<file path="config.mk">
export PLATFORM = sky130hd
export DESIGN_NAME = sbs_mem_flat
export DESIGN_NICKNAME = d
export VERILOG_FILES = /design/src/logic/sbs_pkg.sv /design/src/logic/sbs_if.sv /design/src/logic/sbs_mem.sv /design/src/flat_wrapper.sv
export VERILOG_INCLUDE_DIRS = /design/src /design/src/logic
export SDC_FILE = /design/constraint.sdc
export NUM_CORES = 1
export LEC_CHECK = 0
export ABC_AREA = 1
export BUFFER_PORTS_ARGS = -buffer_cell sky130_fd_sc_hd__buf_2
export CAP_MARGIN = 20
export CORE_MARGIN = 8
export CORE_UTILIZATION = 45
export DETAILED_ROUTE_END_ITERATION = 10
export PLACE_DENSITY_LB_ADDON = 0.25
export SLEW_MARGIN = 20
export SYNTH_ARGS = -nofsm -noshare
export SYNTH_HDL_FRONTEND = slang
export SYNTH_SLANG_ARGS = --single-unit
</file>
<file path="constraint.sdc">
create_clock -name clock_in -period 1.9 [get_ports clock_in]
set_clock_uncertainty 0.05 [all_clocks]
set_input_delay 0.285 -clock clock_in [delete_from_list [all_inputs] [get_ports clock_in]]
set_output_delay 0.285 -clock clock_in [all_outputs]
set_load 0.005 [all_outputs]
</file>
<file path="src/logic/sbs_params.svh">
// Constants for the burst-state command logic
`ifndef SBS_PARAMS_SVH
`define SBS_PARAMS_SVH
`define SBS_CLK_NS 40
`define SBS_ROW_CLOSE_NS 20
`define SBS_ROW_CLOSE_CYC ((`SBS_ROW_CLOSE_NS + `SBS_CLK_NS - 1) / `SBS_CLK_NS)
`define SBS_WR_RECOVERY_CYC 1
`define SBS_BURST_LEN 4
`define SBS_COL_W 8
`define SBS_AUTO_CLOSE_BIT 10
`define SBS_BANK_BIT 11
`endif

</file>
<file path="src/logic/sbs_pkg.sv">
// Types for the burst-state command logic
`default_nettype none
package sbs_pkg;
  typedef enum logic [3:0] {
    SBS_CMD_DESELECT = 4'h0,
    SBS_CMD_NOP = 4'h1,
    SBS_CMD_BURST_STOP = 4'h2,
    SBS_CMD_READ = 4'h3,
    SBS_CMD_WRITE = 4'h4,
    SBS_CMD_ROW_OPEN = 4'h5,
    SBS_CMD_ROW_CLOSE = 4'h6,
    SBS_CMD_REFRESH = 4'h7,
    SBS_CMD_SETUP_LOAD = 4'h8
  } sbs_cmd_e;
  // Gray codes along idle, active, read, read-close, write, write-close, recovery, close
  typedef enum logic [2:0] {
    SBS_IDLE = 3'h0,
    SBS_ACTIVE = 3'h1,
    SBS_READ = 3'h3,
    SBS_READ_AC = 3'h2,
    SBS_WRITE = 3'h6,
    SBS_WRITE_AC = 3'h7,
    SBS_RECOVER = 3'h5,
    SBS_CLOSE = 3'h4
  } sbs_state_e;
endpackage
`default_nettype wire

</file>
<file path="src/logic/sbs_if.sv">
// Command pins between controller and memory bank logic
`timescale 1ns/1ps
`default_nettype none
interface sbs_if;
  logic cke;
  logic cs_n;
  logic ras_n;
  logic cas_n;
  logic we_n;
  logic [11:0] addr;
  modport ctrl (output cke, output cs_n, output ras_n, output cas_n, output we_n, output addr);
  modport mem (input cke, input cs_n, input ras_n, input cas_n, input we_n, input addr);
endinterface
`default_nettype wire

</file>
<file path="src/logic/sbs_mem.sv">
// Device end: per-bank burst state tracking and command acceptance
// How it works
// - Read burst plus NOP runs out, row active
// - Burst stop ends read, row stays open
// - Read during read restarts at new column
// - Write during read starts write burst
// - Row close interrupts read; no open/refresh/setup
// - Write burst plus NOP ends in recovery
// - Burst stop ends write, row active
// - Read during write starts read burst
// - Write during write restarts at new column
// - Row close interrupts write; no open/refresh/setup
// - Auto-close read finishes then closes row
// - Auto-close write finishes, recovers, closes row
// - Row close waits delay then idle; no reads
// - Address bit ten selects auto row close
// - Burst stop: CS low, RAS/CAS high, WE low
`timescale 1ns/1ps
`default_nettype none
`include "sbs_params.svh"
module sbs_mem
  import sbs_pkg::*;
#(
  parameter int BURST_LEN = `SBS_BURST_LEN,
  parameter int CLOSE_CYC = `SBS_ROW_CLOSE_CYC,
  parameter int RECOVER_CYC = `SBS_WR_RECOVERY_CYC
)(
  input wire logic clock_in,
  input wire logic srst_in,
  sbs_if.mem pins,
  output logic [1:0] bank_idle_out,
  output logic [1:0] bank_reading_out,
  output logic [1:0] bank_writing_out,
  output logic [`SBS_COL_W-1:0] column_out,
  output logic illegal_out
);
  // Counters are eight bits wide
  if (BURST_LEN < 1 || BURST_LEN > 255 || CLOSE_CYC < 1 || CLOSE_CYC > 255
      || RECOVER_CYC < 1 || RECOVER_CYC > 255)
  begin : g_bad_param
    $error("sbs_mem: count parameter out of range");
  end

  // ==========================================================
  // Command decode
  sbs_cmd_e cmd;
  wire logic sel = pins.cke && !pins.cs_n;
  wire logic bank_sel = pins.addr[`SBS_BANK_BIT];
  wire logic auto_close = pins.addr[`SBS_AUTO_CLOSE_BIT];
  always_comb
  begin
    cmd = SBS_CMD_DESELECT;
    if (sel)
    begin
      unique case ({pins.ras_n, pins.cas_n, pins.we_n})
        3'h7: cmd = SBS_CMD_NOP;
        3'h6: cmd = SBS_CMD_BURST_STOP;
        3'h5: cmd = SBS_CMD_READ;
        3'h4: cmd = SBS_CMD_WRITE;
        3'h3: cmd = SBS_CMD_ROW_OPEN;
        3'h2: cmd = SBS_CMD_ROW_CLOSE;
        3'h1: cmd = SBS_CMD_REFRESH;
        3'h0: cmd = SBS_CMD_SETUP_LOAD;
      endcase
    end
  end
  wire logic close_all = pins.addr[`SBS_AUTO_CLOSE_BIT];

  // ==========================================================
  // Per-bank state machines
  logic [1:0] bad;
  genvar b;
  generate
    for (b = 0; b < 2; b++)
    begin : g_bank
      sbs_state_e st_r, st_nxt;
      logic [7:0] cnt_r, cnt_nxt;
      logic bad_nxt;
      logic auto_r;
      wire logic mine = (bank_sel == 1'(b));
      wire logic col_cmd = (cmd == SBS_CMD_READ || cmd == SBS_CMD_WRITE) && mine;
      wire logic close_cmd = (cmd == SBS_CMD_ROW_CLOSE) && (mine || close_all);
      wire logic idle_cmd = (cmd == SBS_CMD_DESELECT || cmd == SBS_CMD_NOP);
      wire logic last = (cnt_r == 8'h01);
      wire sbs_state_e rd_st = auto_close ? SBS_READ_AC : SBS_READ;
      wire sbs_state_e wr_st = auto_close ? SBS_WRITE_AC : SBS_WRITE;
      always_comb
      begin
        st_nxt = st_r;
        cnt_nxt = (cnt_r != 8'h00) ? cnt_r - 8'h01 : 8'h00;
        bad_nxt = 1'b0;
        unique case (st_r)
          SBS_IDLE:
          begin
            if (cmd == SBS_CMD_ROW_OPEN && mine)
              st_nxt = SBS_ACTIVE;
          end
          SBS_ACTIVE:
          begin
            if (col_cmd)
            begin
              st_nxt = (cmd == SBS_CMD_READ) ? rd_st : wr_st;
              cnt_nxt = 8'(BURST_LEN);
            end
            else if (close_cmd)
            begin
              st_nxt = SBS_CLOSE;
              cnt_nxt = 8'(CLOSE_CYC);
            end
          end
          SBS_READ, SBS_WRITE:
          begin
            if (col_cmd)
            begin
              st_nxt = (cmd == SBS_CMD_READ) ? rd_st : wr_st;
              cnt_nxt = 8'(BURST_LEN);
            end
            else if (close_cmd)
            begin
              st_nxt = SBS_CLOSE;
              cnt_nxt = 8'(CLOSE_CYC);
            end
            else if (cmd == SBS_CMD_BURST_STOP)
              st_nxt = SBS_ACTIVE;
            else if (cmd == SBS_CMD_ROW_OPEN || cmd == SBS_CMD_REFRESH
                     || cmd == SBS_CMD_SETUP_LOAD)
              bad_nxt = 1'b1;
            else if (last && st_r == SBS_READ)
              st_nxt = SBS_ACTIVE;
            else if (last)
            begin
              st_nxt = SBS_RECOVER;
              cnt_nxt = 8'(RECOVER_CYC);
            end
          end
          SBS_READ_AC, SBS_WRITE_AC:
          begin
            if (!idle_cmd && (mine || cmd == SBS_CMD_BURST_STOP || cmd == SBS_CMD_ROW_CLOSE
                || cmd == SBS_CMD_REFRESH || cmd == SBS_CMD_SETUP_LOAD))
              bad_nxt = 1'b1;
            if (last && st_r == SBS_READ_AC)
            begin
              st_nxt = SBS_CLOSE;
              cnt_nxt = 8'(CLOSE_CYC);
            end
            else if (last)
            begin
              st_nxt = SBS_RECOVER;
              cnt_nxt = 8'(RECOVER_CYC);
            end
          end
          SBS_RECOVER:
          begin
            if (last)
            begin
              st_nxt = SBS_ACTIVE;
              if (cnt_r == 8'h01 && auto_r)
              begin
                st_nxt = SBS_CLOSE;
                cnt_nxt = 8'(CLOSE_CYC);
              end
            end
          end
          SBS_CLOSE:
          begin
            if (cmd == SBS_CMD_READ && mine)
              bad_nxt = 1'b1;
            if (last)
              st_nxt = SBS_IDLE;
          end
        endcase
      end
      always_ff @(posedge clock_in)
      begin
        if (srst_in)
        begin
          st_r <= SBS_IDLE;
          cnt_r <= 8'h00;
          auto_r <= 1'b0;
        end
        else
        begin
          st_r <= st_nxt;
          cnt_r <= cnt_nxt;
          if (st_nxt == SBS_WRITE_AC)
            auto_r <= 1'b1;
          else if (st_nxt == SBS_WRITE || st_nxt == SBS_ACTIVE || st_nxt == SBS_IDLE)
            auto_r <= 1'b0;
        end
      end
      assign bad[b] = bad_nxt;
      always_ff @(posedge clock_in)
      begin
        if (srst_in)
        begin
          bank_idle_out[b] <= 1'b1;
          bank_reading_out[b] <= 1'b0;
          bank_writing_out[b] <= 1'b0;
        end
        else
        begin
          bank_idle_out[b] <= (st_nxt == SBS_IDLE);
          bank_reading_out[b] <= (st_nxt == SBS_READ || st_nxt == SBS_READ_AC);
          bank_writing_out[b] <= (st_nxt == SBS_WRITE || st_nxt == SBS_WRITE_AC);
        end
      end
    end
  endgenerate

  // ==========================================================
  // Column capture and illegal-command flag
  always_ff @(posedge clock_in)
  begin
    if (srst_in)
    begin
      column_out <= '0;
      illegal_out <= 1'b0;
    end
    else
    begin
      if (cmd == SBS_CMD_READ || cmd == SBS_CMD_WRITE)
        column_out <= pins.addr[`SBS_COL_W-1:0];
      illegal_out <= |bad;
    end
  end
endmodule // sbs_mem
`default_nettype wire

</file>
<file path="src/flat_wrapper.sv">
// flat-port wrapper written by rule: the top's interface ports become plain ports
module sbs_mem_flat import sbs_pkg::*;
#(
  parameter int BURST_LEN = `SBS_BURST_LEN,
  parameter int CLOSE_CYC = `SBS_ROW_CLOSE_CYC,
  parameter int RECOVER_CYC = `SBS_WR_RECOVERY_CYC
)
  (clock_in, srst_in, bank_idle_out, bank_reading_out, bank_writing_out, column_out, illegal_out, pins_cke, pins_cs_n, pins_ras_n, pins_cas_n, pins_we_n, pins_addr);
  sbs_if pins_i ();
  input wire logic clock_in;
  input wire logic srst_in;
  output logic [1:0] bank_idle_out;
  output logic [1:0] bank_reading_out;
  output logic [1:0] bank_writing_out;
  output logic [`SBS_COL_W-1:0] column_out;
  output logic illegal_out;
  input wire logic [$bits(pins_i.cke)-1:0] pins_cke;
  input wire logic [$bits(pins_i.cs_n)-1:0] pins_cs_n;
  input wire logic [$bits(pins_i.ras_n)-1:0] pins_ras_n;
  input wire logic [$bits(pins_i.cas_n)-1:0] pins_cas_n;
  input wire logic [$bits(pins_i.we_n)-1:0] pins_we_n;
  input wire logic [$bits(pins_i.addr)-1:0] pins_addr;
  assign pins_i.cke = pins_cke;
  assign pins_i.cs_n = pins_cs_n;
  assign pins_i.ras_n = pins_ras_n;
  assign pins_i.cas_n = pins_cas_n;
  assign pins_i.we_n = pins_we_n;
  assign pins_i.addr = pins_addr;
  sbs_mem #(.BURST_LEN(BURST_LEN), .CLOSE_CYC(CLOSE_CYC), .RECOVER_CYC(RECOVER_CYC)) u_core (.clock_in(clock_in), .srst_in(srst_in), .pins(pins_i), .bank_idle_out(bank_idle_out), .bank_reading_out(bank_reading_out), .bank_writing_out(bank_writing_out), .column_out(column_out), .illegal_out(illegal_out));
endmodule
</file>
== Word level (Yosys, flattened, before mapping) ==
Memories as Yosys holds them, arrays and structs flattened.
Cells that the tools add are included.
Cells by class
  bitwise gates (word level): 1
  mux-type cells: 74
  equal/unequal tests: 34
  reduce and logical (&&, ||, !) cells: 55
  $add $sub $neg: 2
Operators by type and width (count)
  8-bit two-way mux: 24
  3-bit two-way mux: 27
  8-bit case mux with 4 select lines: 2
  3-bit == test (second input constant): 12
  3-bit case mux with 6 select lines: 2
  3-bit by 2-bit == test with 1-bit output (second input constant): 8
  1-bit logical OR: 22
  1-bit logical AND: 17
  4-bit by 3-bit == test with 1-bit output (second input constant): 4
  8-bit by 1-bit == test with 1-bit output (second input constant): 2
  1-bit two-way mux: 16
  8-bit nonzero test: 2
  8-bit by 1-bit subtractor with 8-bit output (second input constant): 2
  3-bit by 1-bit == test with 1-bit output (second input constant): 4
  3-bit logical NOT: 4
  2-bit OR reduction: 5
  4-bit by 2-bit == test with 1-bit output (second input constant): 2
  1-bit case mux with 3 select lines: 2
  4-bit by 1-bit == test with 1-bit output (second input constant): 1
  4-bit == test (second input constant): 1
  4-bit logical NOT: 1
  4-bit two-way mux: 1
  2-bit nonzero test: 2
  1-bit logical NOT: 2
  1-bit inverter: 1
Storage, ports and cells
  memory bits (read-only): 32
  flip-flop bits (word level): 39
  bits of input ports: 19
  memories kept: 1
  output and inout port bits: 15
  word-level logic and storage cells: 181
Memories
  (no name shown): depth 8, bits a word 4, read ports 1, clocked after memory_dff 0, wr ports 0, line sbs_mem.sv:55  | unique case ({pins.ras_n, pins.cas_n, pins.we_n})

== Depth between registers and ports, before layout ==
  depth after elaboration: 16
  depth in mapped cells: 19
  depth with buffers taken out: 19

== Worst setup path before layout ==
Ideal clock, no wire load.
  path kind: in2reg
  start point: in pins_we_n
  end point: reg u_core.g_bank[1].auto_r
  stages: 15
  data required time: 1.792 ns
  arrival time: 1.776 ns
  slack: 0.016 ns
  cell sequence: inv_1 ha_1 inv_1 nand2_1 nand3_1 nand3_2 nand2_2 buf_6 nand2_4 inv_2 nand2_2 or2_4 a31oi_4 nand2_1 nand2_1
On the way
  longest elaborated chain between the ends: 14
RTL lines
  from (decl): line flat_wrapper.sv:21  | input wire logic [$bits(pins_i.we_n)-1:0] pins_we_n;
  memory read 8 x 4 bit (*)
  4-bit two-way mux (*): line sbs_mem.sv:53  | if (sel)
  4-bit by 3-bit == test with 1-bit output, on equally long branches: line sbs_mem.sv:95, sbs_mem.sv:125
  1-bit logical OR: line sbs_mem.sv:125  | else if (cmd == SBS_CMD_ROW_OPEN || cmd == SBS_CMD_REFRESH
  1-bit logical OR: line sbs_mem.sv:126  | || cmd == SBS_CMD_SETUP_LOAD)
  3-bit two-way mux: line sbs_mem.sv:125
  3-bit two-way mux: line sbs_mem.sv:123  | else if (cmd == SBS_CMD_BURST_STOP)
  3-bit two-way mux: line sbs_mem.sv:118  | else if (close_cmd)
  3-bit two-way mux: line sbs_mem.sv:113  | if (col_cmd)
  3-bit case mux with 6 select lines (*): line sbs_mem.sv:92  | unique case (st_r)
  3-bit == test or 3-bit by 1-bit == test with 1-bit output (tied branches): line sbs_mem.sv:187  | else if (st_nxt == SBS_WRITE || st_nxt == SBS_ACTIVE || st_nxt == SBS_IDLE)
  1-bit logical OR (2 in series): line sbs_mem.sv:187
  2-bit nonzero test (no source line)
  to (signal assigned): line sbs_mem.sv:179  | auto_r <= 1'b0;
  to (signal assigned): line sbs_mem.sv:186  | auto_r <= 1'b1;
  to (signal assigned): line sbs_mem.sv:188  | auto_r <= 1'b0;
  to (decl): line sbs_mem.sv:79  | logic auto_r;
Every way passes the cells marked *; elsewhere a longest branch is shown, timed or not.
A chain may end at the register's enable or synchronous reset.

== Worst setup path after layout ==
  start point: reg u_core.g_bank[1].cnt_r[1]
  end point: reg u_core.g_bank[1].auto_r
On the way
  longest elaborated chain between the ends: 12
RTL lines
  from (decl): line sbs_mem.sv:77  | logic [7:0] cnt_r, cnt_nxt;
  from (signal assigned): line sbs_mem.sv:184  | cnt_r <= cnt_nxt;
  8-bit by 1-bit == test with 1-bit output (*): line sbs_mem.sv:84, sbs_mem.sv:157
  3-bit two-way mux or 1-bit logical AND (tied branches): line sbs_mem.sv:130, sbs_mem.sv:146, sbs_mem.sv:128
  3-bit two-way mux: line sbs_mem.sv:128  | else if (last && st_r == SBS_READ)
  3-bit two-way mux: line sbs_mem.sv:125
  3-bit two-way mux: line sbs_mem.sv:123
  3-bit two-way mux: line sbs_mem.sv:118
  3-bit two-way mux: line sbs_mem.sv:113
  3-bit case mux with 6 select lines (*): line sbs_mem.sv:92
  3-bit == test or 3-bit by 1-bit == test with 1-bit output (tied branches): line sbs_mem.sv:187
  1-bit logical OR (2 in series): line sbs_mem.sv:187
  2-bit nonzero test (no source line)
Marked as above.

==> metrics.txt <==
setup_tns=0 ps; Seq/Total Area, Yosys=31.8%; capturing element type of the critical path=register; Final Max Tran Viols=0; worst-path cell with the longest stage delay=dfxtp_2; total track usage=15.4%; largest net degree at the start of global routing=21; Bufs on Longest Clock Path=2; largest family of logic cells by synthesized area=simple AND/OR/NAND/NOR gates; CP delay by family, top=simple AND/OR/NAND/NOR gates; pwr/cell area=1060 nW/um^2; synthesized cell area=2460 um^2; Die X=89.9 um; Tmin final=1820 ps; CTS tree=done; input/output buffers=31; NumNets Final=499; Mapped Nets=415; f_max=550 MHz; worst min path class=primary input to register; final hold viol count=0; status=finished, final reports clean; Gate Count Post-Synth=390; DP Cell Count=537; Synth Warn #=0; starting density of the core=45.5%; crit path buf inv count=3; root buffer cell=clkbuf_8; first-pass GRT wire length=10.7 mm; clk_lat worst skew=300 ps; adder-cell share of the synthesized area=3.05%; final instance area=3370 um^2; RSZ-0062 raised after global routing=yes; Final Wtd Congestion=0.868; die area=8080 um^2; Post-DP HPWL=4.83 mm; via count=2655; # rows=27; hold_ws=159 ps; antenna viol nets, final=0; Crit Path Class=register to register; total gr overflow=0; post-synthesis mux area share=0%; drt initial violations=132; leak pwr=1.76 nW; required time worst endpoint=2050 ps; maxcap violations=0; Placed Area=3050 um^2; cell chain of the critical path=inv_2, ha_4, nand4_1, inv_2, buf_6, a21oi_1, a21oi_1, nand3_1, nand2_1, o21ai_2, nand3_1, nand2_1; DR pass1 iterations=4; vias in the first global route=2503; fill cell count=511; post-synthesis compound-gate area fraction=13.2%; Avg Vias per Cell=4.85; Top-Level Pins=34; Post-Synth Simple-Gate Area=37.2%; CTS sink count=39; routed length per instance=12.0 um; peak supply drop=0.000806 V; share of layout cells above drive strength 1=33.3%; Total Wirelength=6.54 mm; Diodes inserted=0; Critical Path AT=1970 ps; H-tree Lvls=2; Reg clk slew, reported paths=80 ps; post-synthesis xor/xnor area fraction=2.85%; Worst setup SP type=register; average size of a mapped cell=6.30 um^2; final number of setup-violating endpoints=0; initial antenna violation count=0; number of buffers created by CTS=5; synth unique cells=36; CP peak stage delay=330 ps; normalized max-slew margin=67.6%; crit path max fanout=4; Synth Register Bits=39; Finished Layout Cells=547; core box area=5410 um^2; Power Total=3.57 mW; period utilization=95.7%; DRC Markers=0; Die Ht=89.9 um; Least-Margin Pin Slew=482 ps; synthesis-to-finish area growth=37.3%
[report_power, final]
group	switching, mW	internal [mW]	leakage [nW]
clock network	0.319	0.391	0.0581
registers	0.111	0.998	0.321
logic	0.946	0.804	1.38
total	1.38	2.19	1.76
[final cells by class]
cell class                 count  area [um^2]  share of cell area (%)
sequential                    39          790                    23.4
clock inverter                 3         43.8                    1.30
multi-input combinational    276         1560                    46.3
tap                           72         90.1                    2.67
clock buffer                   5         68.8                    2.04
inverter                      68          258                    7.64
timing repair buffer          84          561                    16.6
[cells in the mapped netlist, drive strengths merged]
master | count | area, um^2
nor3b | 1 | 7.51
o211ai | 3 | 22.5
nand2 | 86 | 335
a21oi | 16 | 83.8
o311ai | 1 | 8.76
nor3 | 13 | 65.1
inv | 68 | 255
nor2 | 65 | 265
dfxtp | 39 | 781
xor2 | 5 | 43.8
o21ai | 30 | 150
nand3 | 27 | 150
a31oi | 3 | 33.8
nand3b | 1 | 7.51
nand4 | 9 | 56.3
buf | 2 | 16.3
nor4 | 1 | 6.26
ha | 6 | 75.1
xnor2 | 3 | 26.3
a41oi | 2 | 17.5
clkbuf | 5 | 20.0
a32oi | 1 | 8.76
or2 | 3 | 21.3
[path summary, 6_finish.rpt]
check	slack, ps	start	endpoint	cells past startpoint
setup / recovery	80	u_core.g_bank[1].cnt_r[1]$_SDFF_PP0_	u_core.g_bank[1].auto_r$_SDFFE_PP0P_	12
setup reg to reg	80	u_core.g_bank[1].cnt_r[1]$_SDFF_PP0_	u_core.g_bank[1].auto_r$_SDFFE_PP0P_	12
hold / removal	160	pins_addr[7]	u_core.column_out[7]$_SDFFE_PP0N_	3
hold reg to reg	410	u_core.g_bank[1].auto_r$_SDFFE_PP0P_	u_core.g_bank[1].auto_r$_SDFFE_PP0P_	2
[metal layers]
layer | part of all wire, % | GRT usage, %
met1 | 44 | 17.4
met3 | 2.5 | 2.83
met5 | 0 | 0
met2 | 52 | 27.8
met4 | 1.3 | 5.55
[state kept, by name (all words and copies together) (netlist names)]
register and cells:
u_core.bank_idle_out 2, u_core.bank_reading_out 2, u_core.bank_writing_out 2, u_core.column_out 8, u_core.g_bank.auto_r 2, u_core.g_bank.cnt_r 16, u_core.g_bank.st_r 6, u_core.illegal_out 1
[kinds of logic (layout without fill, tap and decap cells)]
group                      after synthesis  in the layout
and+or+nand+nor                        206            206
buffers and inverters                   75            160
AOI/OAI and AO/OA                       56             56
DFF                                     39             39
xor gates and xnor gates                 8              8
adders and majority gates                6              6
[repair_timing]
| action | CTS | global route |
|---|---|---|
| setup endpoints to repair | 3 | 29 |
| buffers inserted | 0 | 2 |
| pin swaps | 0 | 23 |
| endpoints found under the hold margin | 0 | 0 |
| hold buffers | 0 | 0 |
| resized for setup | 1 | 63 |
[through the flow]
stage               util, %  setup WS [ps]
floorplan                 -           16.2
global placement       56.4           -238
detailed placement     56.4           -291
CTS                    58.6           6.79
global route           62.4          -61.6
finish                 62.4           82.4
[worst reg2reg max path: stages (launching register included)]
cell and delay [ps]:
dfxtp_2 330, inv_2 70, ha_4 120, nand4_1 160, inv_2 160, buf_6 110
a21oi_1 50, a21oi_1 190, nand3_1 150, nand2_1 140, o21ai_2 70, nand3_1 80
nand2_1 50
[cells in the final DEF (no fill, tap or decap), types with 2 or more instances in the layout]
master	instances
dfxtp_2	7
nor2_2	9
nand2_1	78
buf_2	31
ha_1	3
clkbuf_8	5
xnor2_1	3
nor2_4	4
inv_1	57
nor2_1	51
ha_4	2
xor2_1	5
nor3_1	8
o21ai_2	2
o21ai_1	4
o211ai_1	3
a21oi_2	2
buf_6	2
nor3_2	5
nand3_1	19
dfxtp_1	32
nand2_2	7
o21ai_0	24
nand3_2	7
nand4_1	9
inv_2	10
a21oi_1	14
buf_4	51
(Power assumes the default switching activity.)
